$ cat config.mk
export PLATFORM = sky130hd
export DESIGN_NAME = pewp_host
export DESIGN_NICKNAME = d
export VERILOG_FILES = /design/src/logic/pewp_pkg.sv /design/src/logic/pewp_timer.sv /design/src/logic/pewp_host.sv
export SDC_FILE = /design/constraint.sdc
export NUM_CORES = 1
export LEC_CHECK = 0
export BUFFER_PORTS_ARGS = -buffer_cell sky130_fd_sc_hd__buf_2
export CAP_MARGIN = 40
export CORE_MARGIN = 2
export CORE_UTILIZATION = 58
export DETAILED_ROUTE_END_ITERATION = 6
export PLACE_DENSITY_LB_ADDON = 0.1
export SLEW_MARGIN = 30
export SYNTH_ARGS = -nofsm -noshare
export SYNTH_HDL_FRONTEND = slang
export SYNTH_SLANG_ARGS = --single-unit
$ cat constraint.sdc
create_clock -name ref_clk -period 3.7 [get_ports ref_clk]
set_input_delay 0.185 -clock ref_clk [delete_from_list [all_inputs] [get_ports ref_clk]]
set_output_delay 0.185 -clock ref_clk [all_outputs]
set_load 0.02 [all_outputs]
$ cat src/logic/pewp_pkg.sv
// package: pin timing counts, command codes and carrier structs for the eeprom host controller
package pewp_pkg;

    // clock rate
    localparam int unsigned CLK_MHZ          = 100;
    localparam int unsigned CLK_PERIOD_NS    = 10;

    // pin timing figures in their own units
    localparam int unsigned ADDR_SETUP_NS    = 10;     // margin before strobe falls
    localparam int unsigned WR_PULSE_NS      = 100;    // least strobe low width
    localparam int unsigned WR_HIGH_NS       = 50;     // least strobe high width
    localparam int unsigned ADDR_HOLD_NS     = 50;
    localparam int unsigned RD_ACCESS_NS     = 120;    // slowest grade access time
    localparam int unsigned FLOAT_NS         = 50;     // output float after deselect
    localparam int unsigned BYTE_LOAD_US     = 150;    // byte_load_window, longest gap
    localparam int unsigned WRITE_CYCLE_MS   = 10;     // standard variant
    localparam int unsigned FAST_CYCLE_MS    = 3;      // fast-write variant
    localparam int unsigned ERASE_PULSE_MS   = 10;     // erase_pulse_time
    localparam int unsigned ERASE_SETUP_US   = 5;      // setup and hold around erase pulse

    // cycle counts: least times round up, longest times round down
    localparam int unsigned WP_CYC   = (WR_PULSE_NS + CLK_PERIOD_NS - 1) / CLK_PERIOD_NS;
    localparam int unsigned WPH_CYC  = (WR_HIGH_NS + CLK_PERIOD_NS - 1) / CLK_PERIOD_NS;
    localparam int unsigned AS_CYC   = (ADDR_SETUP_NS + CLK_PERIOD_NS - 1) / CLK_PERIOD_NS;
    localparam int unsigned AH_CYC   = (ADDR_HOLD_NS + CLK_PERIOD_NS - 1) / CLK_PERIOD_NS;
    localparam int unsigned ACC_CYC  = (RD_ACCESS_NS + CLK_PERIOD_NS - 1) / CLK_PERIOD_NS + 1;
    localparam int unsigned DF_CYC   = (FLOAT_NS + CLK_PERIOD_NS - 1) / CLK_PERIOD_NS;
    localparam int unsigned BLC_CYC  = BYTE_LOAD_US * CLK_MHZ;           // longest, 15000
    localparam int unsigned WC_CYC   = WRITE_CYCLE_MS * 1000 * CLK_MHZ;  // 1000000
    localparam int unsigned WCF_CYC  = FAST_CYCLE_MS * 1000 * CLK_MHZ;   // 300000
    localparam int unsigned ERW_CYC  = ERASE_PULSE_MS * 1000 * CLK_MHZ;  // 1000000
    localparam int unsigned ERS_CYC  = ERASE_SETUP_US * CLK_MHZ;         // 500

    // widths
    localparam int unsigned ADDR_W   = 15;
    localparam int unsigned DATA_W   = 8;
    localparam int unsigned PAGE_LSB = 6;              // byte_in_page_bits are 5:0
    localparam int unsigned CNT_W    = 21;
    localparam int unsigned DMSB     = 7;              // data_msb_line

    // user commands
    typedef enum logic [1:0] {
        PEWP_CMD_READ  = 2'b00,
        PEWP_CMD_WRITE = 2'b01,
        PEWP_CMD_ERASE = 2'b10,
        PEWP_CMD_NONE  = 2'b11
    } pewp_cmd_t;

    // request from the user side
    typedef struct packed {
        pewp_cmd_t          cmd;
        logic [ADDR_W-1:0]  addr;
        logic [DATA_W-1:0]  data;
        logic               last;      // closes the page load
    } pewp_req_t;

    // pin group towards the device
    typedef struct packed {
        logic               cs_n;
        logic               oe_n;
        logic               we_n;
        logic               oe_hv;     // erase_high_voltage switch on output enable
        logic [ADDR_W-1:0]  addr;
    } pewp_pins_t;

endpackage : pewp_pkg

$ cat src/logic/pewp_timer.sv
// module: loadable down counter flagging expiry
module pewp_timer (
    input  wire logic                        ref_clk, // system clock
    input  wire logic                        nrst,    // sync reset, active low
    input  wire logic                        load,    // start a new count
    input  wire logic [pewp_pkg::CNT_W-1:0]  count,   // cycles to run
    output logic                             done     // high while expired
);
    import pewp_pkg::*;

    logic [CNT_W-1:0] remain;

    assign done = (remain == '0);

    // count down to zero and hold
    always_ff @(posedge ref_clk) begin
        if (!nrst) begin
            remain <= '0;
        end else if (load) begin
            remain <= count;
        end else if (!done) begin
            remain <= remain - 1'b1;
        end
    end

endmodule // pewp_timer

$ cat src/logic/pewp_host.sv
// module: host controller driving a byte-wide parallel eeprom through its pins
module pewp_host (
    input  wire logic                         ref_clk,   // 100 MHz clock
    input  wire logic                         nrst,      // sync reset, active low
    input  wire pewp_pkg::pewp_req_t          req,       // user request
    input  wire logic                         req_valid, // request present
    input  wire logic                         fast_part, // fast-write variant fitted
    output logic                              req_ready, // request taken at the previous edge
    output logic                              rd_valid,  // read data pulse
    output logic [pewp_pkg::DATA_W-1:0]       rd_data,   // read data
    output logic                              busy,      // programming or erase running
    output logic                              timeout,   // programming overran limit, sticky
    output pewp_pkg::pewp_pins_t              pins,      // device control and address
    output logic [pewp_pkg::DATA_W-1:0]       dq_out,    // data towards the device
    output logic                              dq_oe_n,   // low while host drives data
    input  wire logic [pewp_pkg::DATA_W-1:0]  dq_in      // data from the device
);
    import pewp_pkg::*;

    typedef enum logic [3:0] {
        S_IDLE   = 4'b0000,
        S_WSETUP = 4'b0001,
        S_WLOW   = 4'b0010,
        S_WHOLD  = 4'b0011,
        S_WGAP   = 4'b0100,
        S_POLL   = 4'b0101,
        S_PFLOAT = 4'b0110,
        S_RACC   = 4'b0111,
        S_RFLOAT = 4'b1000,
        S_ESETUP = 4'b1001,
        S_EPULSE = 4'b1010,
        S_EHOLD  = 4'b1011
    } pewp_state_t;

    ////////////////////////////////////////////////////////////////////////////////
    // state and holding registers

    pewp_state_t              state;
    pewp_state_t              next_state;
    logic [CNT_W-1:0]         phase;        // short phase counter
    logic [ADDR_W-1:0]        last_addr;    // last byte written, polled
    logic [DATA_W-1:0]        last_data;
    logic [ADDR_W-PAGE_LSB-1:0] page;       // page of the open load
    logic                     load_open;
    logic                     tmr_load;
    logic [CNT_W-1:0]         tmr_count;
    logic                     tmr_done;
    logic                     wc_load;
    logic                     wc_done;
    logic                     poll_msb;     // msb seen at the close of a poll read

    // byte-load window and write-cycle limit timers
    pewp_timer u_blc (
        .ref_clk (ref_clk),
        .nrst    (nrst),
        .load    (tmr_load),
        .count   (tmr_count),
        .done    (tmr_done)
    );

    pewp_timer u_wc (
        .ref_clk (ref_clk),
        .nrst    (nrst),
        .load    (wc_load),
        .count   (fast_part ? CNT_W'(WCF_CYC) : CNT_W'(WC_CYC)),
        .done    (wc_done)
    );

    ////////////////////////////////////////////////////////////////////////////////
    // decode of requests and phase ends

    wire phase_end  = (phase == '0);
    wire is_read    = req_valid && (req.cmd == PEWP_CMD_READ);
    wire is_write   = req_valid && (req.cmd == PEWP_CMD_WRITE);
    wire is_erase   = req_valid && (req.cmd == PEWP_CMD_ERASE);
    wire same_page  = (req.addr[ADDR_W-1:PAGE_LSB] == page);
    // a write may join the open load only on the same page, in time
    wire join_load  = is_write && load_open && same_page && !tmr_done;
    // the bus has floated by the end of the float phase, so use the captured bit
    wire poll_done  = (poll_msb == last_data[DMSB]);
    wire take_idle  = (state == S_IDLE) && (is_read || is_write || is_erase);
    wire take_gap   = (state == S_WGAP) && join_load;
    wire take       = take_idle || take_gap;

    // next state selection
    always_comb begin
        next_state = state;
        case (state)
            S_IDLE:   next_state = is_write ? S_WSETUP : is_read ? S_RACC : is_erase ? S_ESETUP : S_IDLE;
            S_WSETUP: next_state = phase_end ? S_WLOW : S_WSETUP;
            S_WLOW:   next_state = phase_end ? S_WHOLD : S_WLOW;
            S_WHOLD:  next_state = phase_end ? S_WGAP : S_WHOLD;
            // close the load by the user, or let the window run out
            S_WGAP:   next_state = take_gap ? S_WSETUP
                                 : (load_open && !tmr_done) ? S_WGAP : S_POLL;
            S_POLL:   next_state = phase_end ? S_PFLOAT : S_POLL;
            S_PFLOAT: next_state = !phase_end ? S_PFLOAT
                                 : (poll_done || wc_done) ? S_IDLE : S_POLL;
            S_RACC:   next_state = phase_end ? S_RFLOAT : S_RACC;
            S_RFLOAT: next_state = phase_end ? S_IDLE : S_RFLOAT;
            S_ESETUP: next_state = phase_end ? S_EPULSE : S_ESETUP;
            S_EPULSE: next_state = tmr_done ? S_EHOLD : S_EPULSE;
            S_EHOLD:  next_state = phase_end ? S_IDLE : S_EHOLD;
            default:  next_state = S_IDLE;
        endcase
    end

    // phase length of the state entered next
    wire entering = (next_state != state) || (take_gap);
    logic [CNT_W-1:0] next_phase;
    always_comb begin
        case (next_state)
            S_WSETUP: next_phase = CNT_W'(AS_CYC);
            S_WLOW:   next_phase = CNT_W'(WP_CYC - 1);
            S_WHOLD:  next_phase = CNT_W'(AH_CYC > WPH_CYC ? AH_CYC - 1 : WPH_CYC - 1);
            S_POLL:   next_phase = CNT_W'(ACC_CYC - 1);
            S_PFLOAT: next_phase = CNT_W'(DF_CYC - 1);
            S_RACC:   next_phase = CNT_W'(ACC_CYC - 1);
            S_RFLOAT: next_phase = CNT_W'(DF_CYC - 1);
            S_ESETUP: next_phase = CNT_W'(ERS_CYC - 1);
            S_EHOLD:  next_phase = CNT_W'(ERS_CYC - 1);
            default:  next_phase = '0;
        endcase
    end

    // timer starts: window at each strobe rise, erase at pulse start
    assign tmr_load  = (state == S_WLOW && phase_end) || (state == S_ESETUP && phase_end);
    assign tmr_count = (state == S_ESETUP) ? CNT_W'(ERW_CYC) : CNT_W'(BLC_CYC - 1);
    assign wc_load   = (state == S_WGAP) && (next_state == S_POLL);

    ////////////////////////////////////////////////////////////////////////////////
    // pin values computed from the next state

    wire next_wr    = (next_state == S_WSETUP) || (next_state == S_WLOW) || (next_state == S_WHOLD);
    wire next_rd    = (next_state == S_RACC) || (next_state == S_POLL);
    wire next_er    = (next_state == S_ESETUP) || (next_state == S_EPULSE) || (next_state == S_EHOLD);
    // select and write strobe fall together; the later fall latches address
    wire next_cs_n  = !(next_wr ? (next_state == S_WLOW) : (next_rd || next_er));
    wire next_we_n  = !((next_state == S_WLOW) || (next_state == S_EPULSE));
    // output enable stays high around the whole write
    wire next_oe_n  = !next_rd;
    wire next_hv    = next_er;
    wire next_dq_oe = !next_wr;     // release dq when reading or erasing

    ////////////////////////////////////////////////////////////////////////////////
    // registers

    // sequencer
    always_ff @(posedge ref_clk) begin
        if (!nrst) begin
            state <= S_IDLE;
            phase <= '0;
        end else begin
            state <= next_state;
            phase <= entering ? next_phase : (phase_end ? phase : phase - 1'b1);
        end
    end

    // page load bookkeeping, page fixed for the whole load
    always_ff @(posedge ref_clk) begin
        if (!nrst) begin
            load_open <= 1'b0;
            page      <= '0;
            last_addr <= '0;
            last_data <= '0;
        end else if (take && is_write) begin
            load_open <= !req.last;
            page      <= req.addr[ADDR_W-1:PAGE_LSB];
            last_addr <= req.addr;
            last_data <= req.data;
        end else if (state == S_WGAP && (tmr_done || next_state == S_POLL)) begin
            load_open <= 1'b0;
        end
    end

    // poll result taken while the device still drives the bus
    always_ff @(posedge ref_clk) begin
        if (!nrst) begin
            poll_msb <= 1'b0;
        end else if (state == S_POLL && phase_end) begin
            poll_msb <= dq_in[DMSB];
        end
    end

    // pins, data bus and user answers
    always_ff @(posedge ref_clk) begin
        if (!nrst) begin
            pins      <= '{cs_n: 1'b1, oe_n: 1'b1, we_n: 1'b1, oe_hv: 1'b0, addr: '0};
            dq_out    <= '0;
            dq_oe_n   <= 1'b1;
            req_ready <= 1'b0;
            rd_valid  <= 1'b0;
            rd_data   <= '0;
            busy      <= 1'b0;
            timeout   <= 1'b0;
        end else begin
            pins.cs_n  <= next_cs_n;
            pins.we_n  <= next_we_n;
            pins.oe_n  <= next_oe_n;
            pins.oe_hv <= next_hv;
            pins.addr  <= take ? req.addr : (next_state == S_POLL ? last_addr : pins.addr);
            dq_out     <= take ? req.data : dq_out;
            dq_oe_n    <= next_dq_oe;
            req_ready  <= take;
            rd_valid   <= (state == S_RACC) && phase_end;
            rd_data    <= ((state == S_RACC) && phase_end) ? dq_in : rd_data;
            busy       <= (next_state == S_POLL) || (next_state == S_PFLOAT) || next_er;
            timeout    <= timeout || ((state == S_PFLOAT) && phase_end && wc_done && !poll_done);
        end
    end

endmodule // pewp_host

== Yosys cells after proc, flatten, opt, wreduce, memory -nomap -nowiden ==
Memory sizes are Yosys's and may differ from the RTL's.
Index checks and enable logic that the tools add are counted.
Storage, ports and cells
  register bits: 141
  ROM bits: 144
  word-level logic and storage cells: 133
  memories: 1
Memories
  (no name shown): depth 16, width 9, rd ports 1, clocked after Yosys merged registers in 0, wr ports 0, line pewp_host.sv:112  | case (next_state)
Operators by class
  add/sub/neg operators: 3
  eq/ne operators: 28
  muxes and demuxes: 30
  reductions and logical operators: 50
Operators with widths (number)
  2-to-1 mux 21 bit: 6
  zero test 21 bit: 3
  subtractor 21 x 1 -> 21 bit, second input constant: 3
  case mux 4 bit (12 select lines): 1
  2-to-1 mux 20 bit: 2
  2-to-1 mux 15 bit: 2
  equality test 4 x 3 -> 1 bit, second input constant: 7
  equality test 4 bit, second input constant: 7
  2-to-1 mux 4 bit: 6
  logical AND 1 bit: 19
  logical OR 1 bit: 17
  equality test 4 x 2 -> 1 bit, second input constant: 4
  2-to-1 mux 3 bit: 4
  equality test 9 bit: 1
  equality test 4 x 1 -> 1 bit, second input constant: 2
  zero test 1 bit: 7
  2-to-1 mux 1 bit: 6
  2-to-1 mux 2 bit: 3
  zero test 4 bit: 1
  inequality test 2 x 1 -> 1 bit, second input constant: 2
  inequality test 4 bit: 1
  nonzero test 2 bit: 2
  equality test 2 x 1 -> 1 bit, second input constant: 1
  equality test 2 bit, second input constant: 1
  other kinds (3): 3

== Longest topological paths before layout ==
  depth after elaboration: 14
  depth in mapped cells: 17
  mapped depth without buffers: 14

== Hierarchy ==
From an unflattened synthesis, not the netlist that was laid out.
Unflattened totals
  cells, all modules: 747
  area, all modules: 6258.5 sq um
By module, submodules not included
  pewp_host: times used 1, cells each 489, area an instance 4111.4 sq um
  pewp_timer: times used 2, cells each 129, area an instance 1073.5 sq um

== Worst setup path before layout ==
OpenSTA, ideal clock, no wires.
  path kind: register to register
  from: register phase[0]
  to: register phase[2]
  setup time: 0.126 ns
  arrival: 3.075 ns
  required time: 3.574 ns
  path slack: 0.499 ns
  cell stages (with the launch flop): 14
  path buffers: 2
  path through: dfxtp_1 inv_1 ha_1 nor3b_1 and3_1 clkbuf_1 nand2_4 and3_1 or4_1 buf_2 ha_1 nor3b_1 a2111oi_2 o22ai_1
Between the ends
  word-level cells in the longest chain between the ends: 6
  elaborated cells on any way between the ends: 18
  those cells by class: add/sub: 1; eq/ne: 2; mux: 12; reduce/logical: 2; memory: 1
RTL lines
  start: declaration: line pewp_host.sv:40  | logic [CNT_W-1:0] phase;
  start signal: assignment: line pewp_host.sv:155  | phase <= entering ? next_phase : (phase_end ? phase : phase - 1'b1);
  zero test 21 bit *: line pewp_host.sv:72  | wire phase_end = (phase == '0);
  2-to-1 mux 4 bit (tied with other cells): line pewp_host.sv:103  | S_EHOLD: next_state = phase_end ? S_IDLE : S_EHOLD;
  case mux 4 bit (12 select lines) *: line pewp_host.sv:88  | case (state)
  via next_state[0]: line pewp_host.sv:39  | pewp_state_t next_state;
  branches (longest 3 deep; another with memory (16 x 9 bit))
Mark *: on every way through the listed nets, which the timed path passes. The select of a mux whose other input is x is not followed.
A chain may end at the register's enable or synchronous reset.

== Worst setup path in the final report ==
  from: register u_wc.remain[2]
  to: register phase[2]
Between the ends
  word-level cells in the longest chain between the ends: 8
  elaborated cells on any way between the ends: 10
  those cells by class: eq/ne: 2; mux: 4; reduce/logical: 3; memory: 1
RTL lines
  start: declaration: line pewp_timer.sv:11  | logic [CNT_W-1:0] remain;
  start signal: assignment: line pewp_timer.sv:20  | remain <= count;
  start signal: assignment: line pewp_timer.sv:22  | remain <= remain - 1'b1;
  zero test 21 bit *: line pewp_timer.sv:13  | assign done = (remain == '0);
  logical OR 1 bit *: line pewp_host.sv:98  | : (poll_done || wc_done) ? S_IDLE : S_POLL;
  2-to-1 mux 3 bit *: line pewp_host.sv:98
  2-to-1 mux 3 bit *: line pewp_host.sv:97  | S_PFLOAT: next_state = !phase_end ? S_PFLOAT
  case mux 4 bit (12 select lines) *: line pewp_host.sv:88
  branches (longest 3 deep; another with memory (16 x 9 bit))
Every way passes the cells marked *.

==> impl_metrics.env <==
export IMPL_dieArea_mm2=0.0114
export IMPL_clockBufferDepth=2
export IMPL_r2r_slack_ns=0.27
export IMPL_fin_cells=936
export IMPL_synth_edf_count=0
export IMPL_powerDensity_mw_per_mm2=941
export IMPL_synth_top_area_share_pct=40.7
export IMPL_gp_routability_congestion=0.928
export IMPL_numPortBuffers=77
export IMPL_htree_levels=4
export IMPL_finalMaxSlewViolations=0
export IMPL_worstPathMaxFanout=6
export IMPL_drc_errors=0
export IMPL_areaGrowthSynthToFinish_pct=23.9
export IMPL_clk_latency_ns=0.53
export IMPL_grt_ovfl_total=0
export IMPL_avgRoutedWirePerCell_um=15.3
export IMPL_ir_worst_vdd_v=0.000589
export IMPL_p_comb_share_pct=47.8
export IMPL_firstDrtPassIters=5
export IMPL_finalClockSkew_ns=0.00546
export IMPL_grtUsageTotal_pct=26.1
export IMPL_ys_seq_elements=125
export IMPL_start_util_pct=59.5
export IMPL_vias=5235
export IMPL_cts_tree="done"
export IMPL_synthesis_nets=721
export IMPL_final_cell_mix="dfxtp_1 (125), buf_2 (77), nand2_1 (76), nor2_1 (68), xnor2_1 (40)"
export IMPL_synth_cell_type_count=70
export IMPL_hold_start="fast_part"
export IMPL_post_place_ws_ns=0.317
export IMPL_r2r_start="u_wc.remain[2]$_SDFFE_PN0P_"
export IMPL_placed_cells=872
export IMPL_yosysSeqAreaShare_pct=40.7
export IMPL_finalWirelength_um=14300
export IMPL_reg2regPathDepth=10
export IMPL_critPathKind="reg2reg"
export IMPL_async_flop_share_pct=0
export IMPL_tightest_slew_ns=0.697
export IMPL_leakagePower_nw=3.47
export IMPL_setup_violations=0
export IMPL_crit_arrival_ns=3.84
export IMPL_synth_flop_cell="dfxtp_1"
export IMPL_setup_ws_ns=0.269
export IMPL_final_net_count=832
export IMPL_ant_nets=0
export IMPL_die_y_um=107
export IMPL_period_needed_ns=3.43
export IMPL_rsz0062_at_grt="no"
export IMPL_core_area_mm2=0.0103
export IMPL_whs_path_depth=3
export IMPL_grt_pass1_vias=5134
export IMPL_synth_area_leaders="dfxtp_1 (41%), xnor2_1 (5.7%), mux2i_1 (5.4%)"
export IMPL_p_clk_share_pct=23.3
export IMPL_finalHoldViolCount=0
export IMPL_cts_root_buf="clkbuf_8"
export IMPL_slew_limit_headroom_pct=53.4
export IMPL_grt_max_degree=59
export IMPL_dp_hpwl_um=9540
export IMPL_cts_sinks=125
export IMPL_drive_gt1_share_pct=19.6
export IMPL_p_switching_w=0.00284
export IMPL_drt_initial_drc_count=366
export IMPL_syn_cell_area_mm2=0.00614
export IMPL_avgSynthCellArea_um2=9.08
export IMPL_p_int_w=0.00432
export IMPL_yosys_warnings=0
export IMPL_grt_antenna_before_repair=0
export IMPL_die_w_um=107
export IMPL_rr_endpoint="phase[2]$_SDFFE_PN0P_"
export IMPL_ioPinCount=78
export IMPL_min_path_type="in2reg"
export IMPL_vias_per_cell=5.59
export IMPL_status="complete, no violations"
export IMPL_endpoint_kind="register"
export IMPL_rows=37
export IMPL_yosysTopAreaCell="dfxtp_1"
export IMPL_numCtsBuffers=17
export IMPL_crit_path_start_kind="register"
export IMPL_holdPathEnd="u_wc.remain[19]$_SDFFE_PN0P_"
export IMPL_timing_fmax_mhz=291
export IMPL_layout_commonest_cell="dfxtp_1"
export IMPL_switching_share_pct=39.7
export IMPL_grt_pass1_wl_um=23700
export IMPL_antenna_cells=0
export IMPL_critPathRequiredTime_ns=4.11
export IMPL_fin_crit_sh_pct=92.7
export IMPL_path_clk_slew_ns=0.06
export IMPL_setup_tns_ns=0
export IMPL_seq_power_share_pct=28.8
export IMPL_syn_inst=676
export IMPL_maxCapViolations=0
==> state kept, by name, indices dropped and copies added (netlist names), 4 cells and up <==
name          flops
phase            21
u_blc.remain     21
u_wc.remain      21
pins             19
last_addr        15
dq_out            8
rd_data           8
state             4
==> how the worst max path moves through the flow <==
stage	startpoint	endpoint	slack, ns	depth (start not counted)
after CTS	u_wc.remain[2]$_SDFFE_PN0P_	phase[2]$_SDFFE_PN0P_	0.30	10
after global placement	u_wc.remain[2]$_SDFFE_PN0P_	phase[2]$_SDFFE_PN0P_	0.34	10
after detailed placement	u_wc.remain[2]$_SDFFE_PN0P_	phase[2]$_SDFFE_PN0P_	0.32	10
final	u_wc.remain[2]$_SDFFE_PN0P_	phase[2]$_SDFFE_PN0P_	0.27	10
after global routing	u_blc.remain[0]$_SDFFE_PN0P_	phase[2]$_SDFFE_PN0P_	0.13	12
after floorplan	phase[0]$_SDFFE_PN0P_	phase[2]$_SDFFE_PN0P_	0.50	13
==> cell type report <==
cell class	instances	area (µm²)
multi-input cells	506	3450
clock inverters	11	140
inverters	14	52.6
repair buffers	123	827
flip-flops and latches	125	2500
well taps	136	170
fillers	744	2720
clock buffers	21	459
==> metal layers <==
metal	part of all wire (%)	GRT usage, %
met5	0	0
met4	1.6	11.1
met3	4.8	7.11
met2	51	46.0
met1	43	29.8
==> power by group through the flow <==
stage               Sequential [W]  Combinational [W]  Clock [W]
finish                     0.00206            0.00342    0.00167
global route               0.00211            0.00376    0.00177
CTS                        0.00205            0.00341    0.00171
detailed placement         0.00207            0.00335          0
global placement           0.00205            0.00323          0
floorplan                  0.00213            0.00251          0
==> worst max-delay path, stage by stage, from the launching register on <==
cell	delay, ns
dfxtp_1	0.34
or4_4	0.58
nor4b_4	0.48
nand3_4	0.12
nor2b_4	0.16
or4_1	0.52
buf_4	0.18
ha_1	0.25
nor3b_1	0.18
a2111oi_2	0.37
o22ai_1	0.12
==> metrics by stage <==
stage          hold WS (ns)  utilization [%]  power [W]  area [µm²]
2_1_floorplan         0.320                -    0.00464        6140
3_3_place_gp          0.433             64.6    0.00528        6670
3_5_place_dp          0.442             64.8    0.00541        6690
4_1_cts              0.0306             73.7    0.00717        7610
5_1_grt              0.0732             73.7    0.00764        7610
6_report             0.0556             73.7    0.00716        7610
==> cell usage after synthesis, types with 3 or more instances <==
library cell / instances
o21ai_1: 6
buf_2: 5
a21boi_0: 5
nor3b_1: 3
ha_1: 7
nand2_1: 76
clkbuf_1: 19
dfxtp_1: 125
nand3_1: 13
o31ai_1: 4
nand4_1: 6
nand4b_1: 3
a21oi_1: 8
nor3_1: 16
nor2b_1: 22
and2_1: 10
nor4_1: 12
and3_1: 17
or3_1: 8
xnor2_1: 40
xor2_1: 20
or4_4: 3
nor2_1: 68
o21a_1: 21
nand3_2: 3
buf_4: 6
nand2b_1: 5
o211a_1: 15
nor4b_4: 3
a21boi_1: 18
inv_1: 13
or2_2: 3
mux2i_1: 33
o21ai_0: 10
or4_1: 6
==> cell families (layout without fill, tap and decap cells) <==
| kind of cell | after synthesis | in the layout | synth area share [%] |
|---|---|---|---|
| flip-flops | 125 | 125 | 40.7 |
| multiplexers | 33 | 33 | 5.38 |
| adder cells (fa/ha/maj) | 7 | 7 | 1.43 |
| AO/OA/AOI/OAI | 112 | 112 | 14.0 |
| AND/OR/NAND/NOR | 294 | 294 | 26.6 |
| buffers and inverters | 45 | 169 | 3.34 |
| XOR/XNOR | 60 | 60 | 8.56 |
==> repair_timing <==
action	4_1_cts	5_1_grt
endpoints found under the hold margin	36	0
hold buffers	32	0
buffers inserted	0	0
gates resized for setup	0	0
Power figures use the tool's default switching activity.
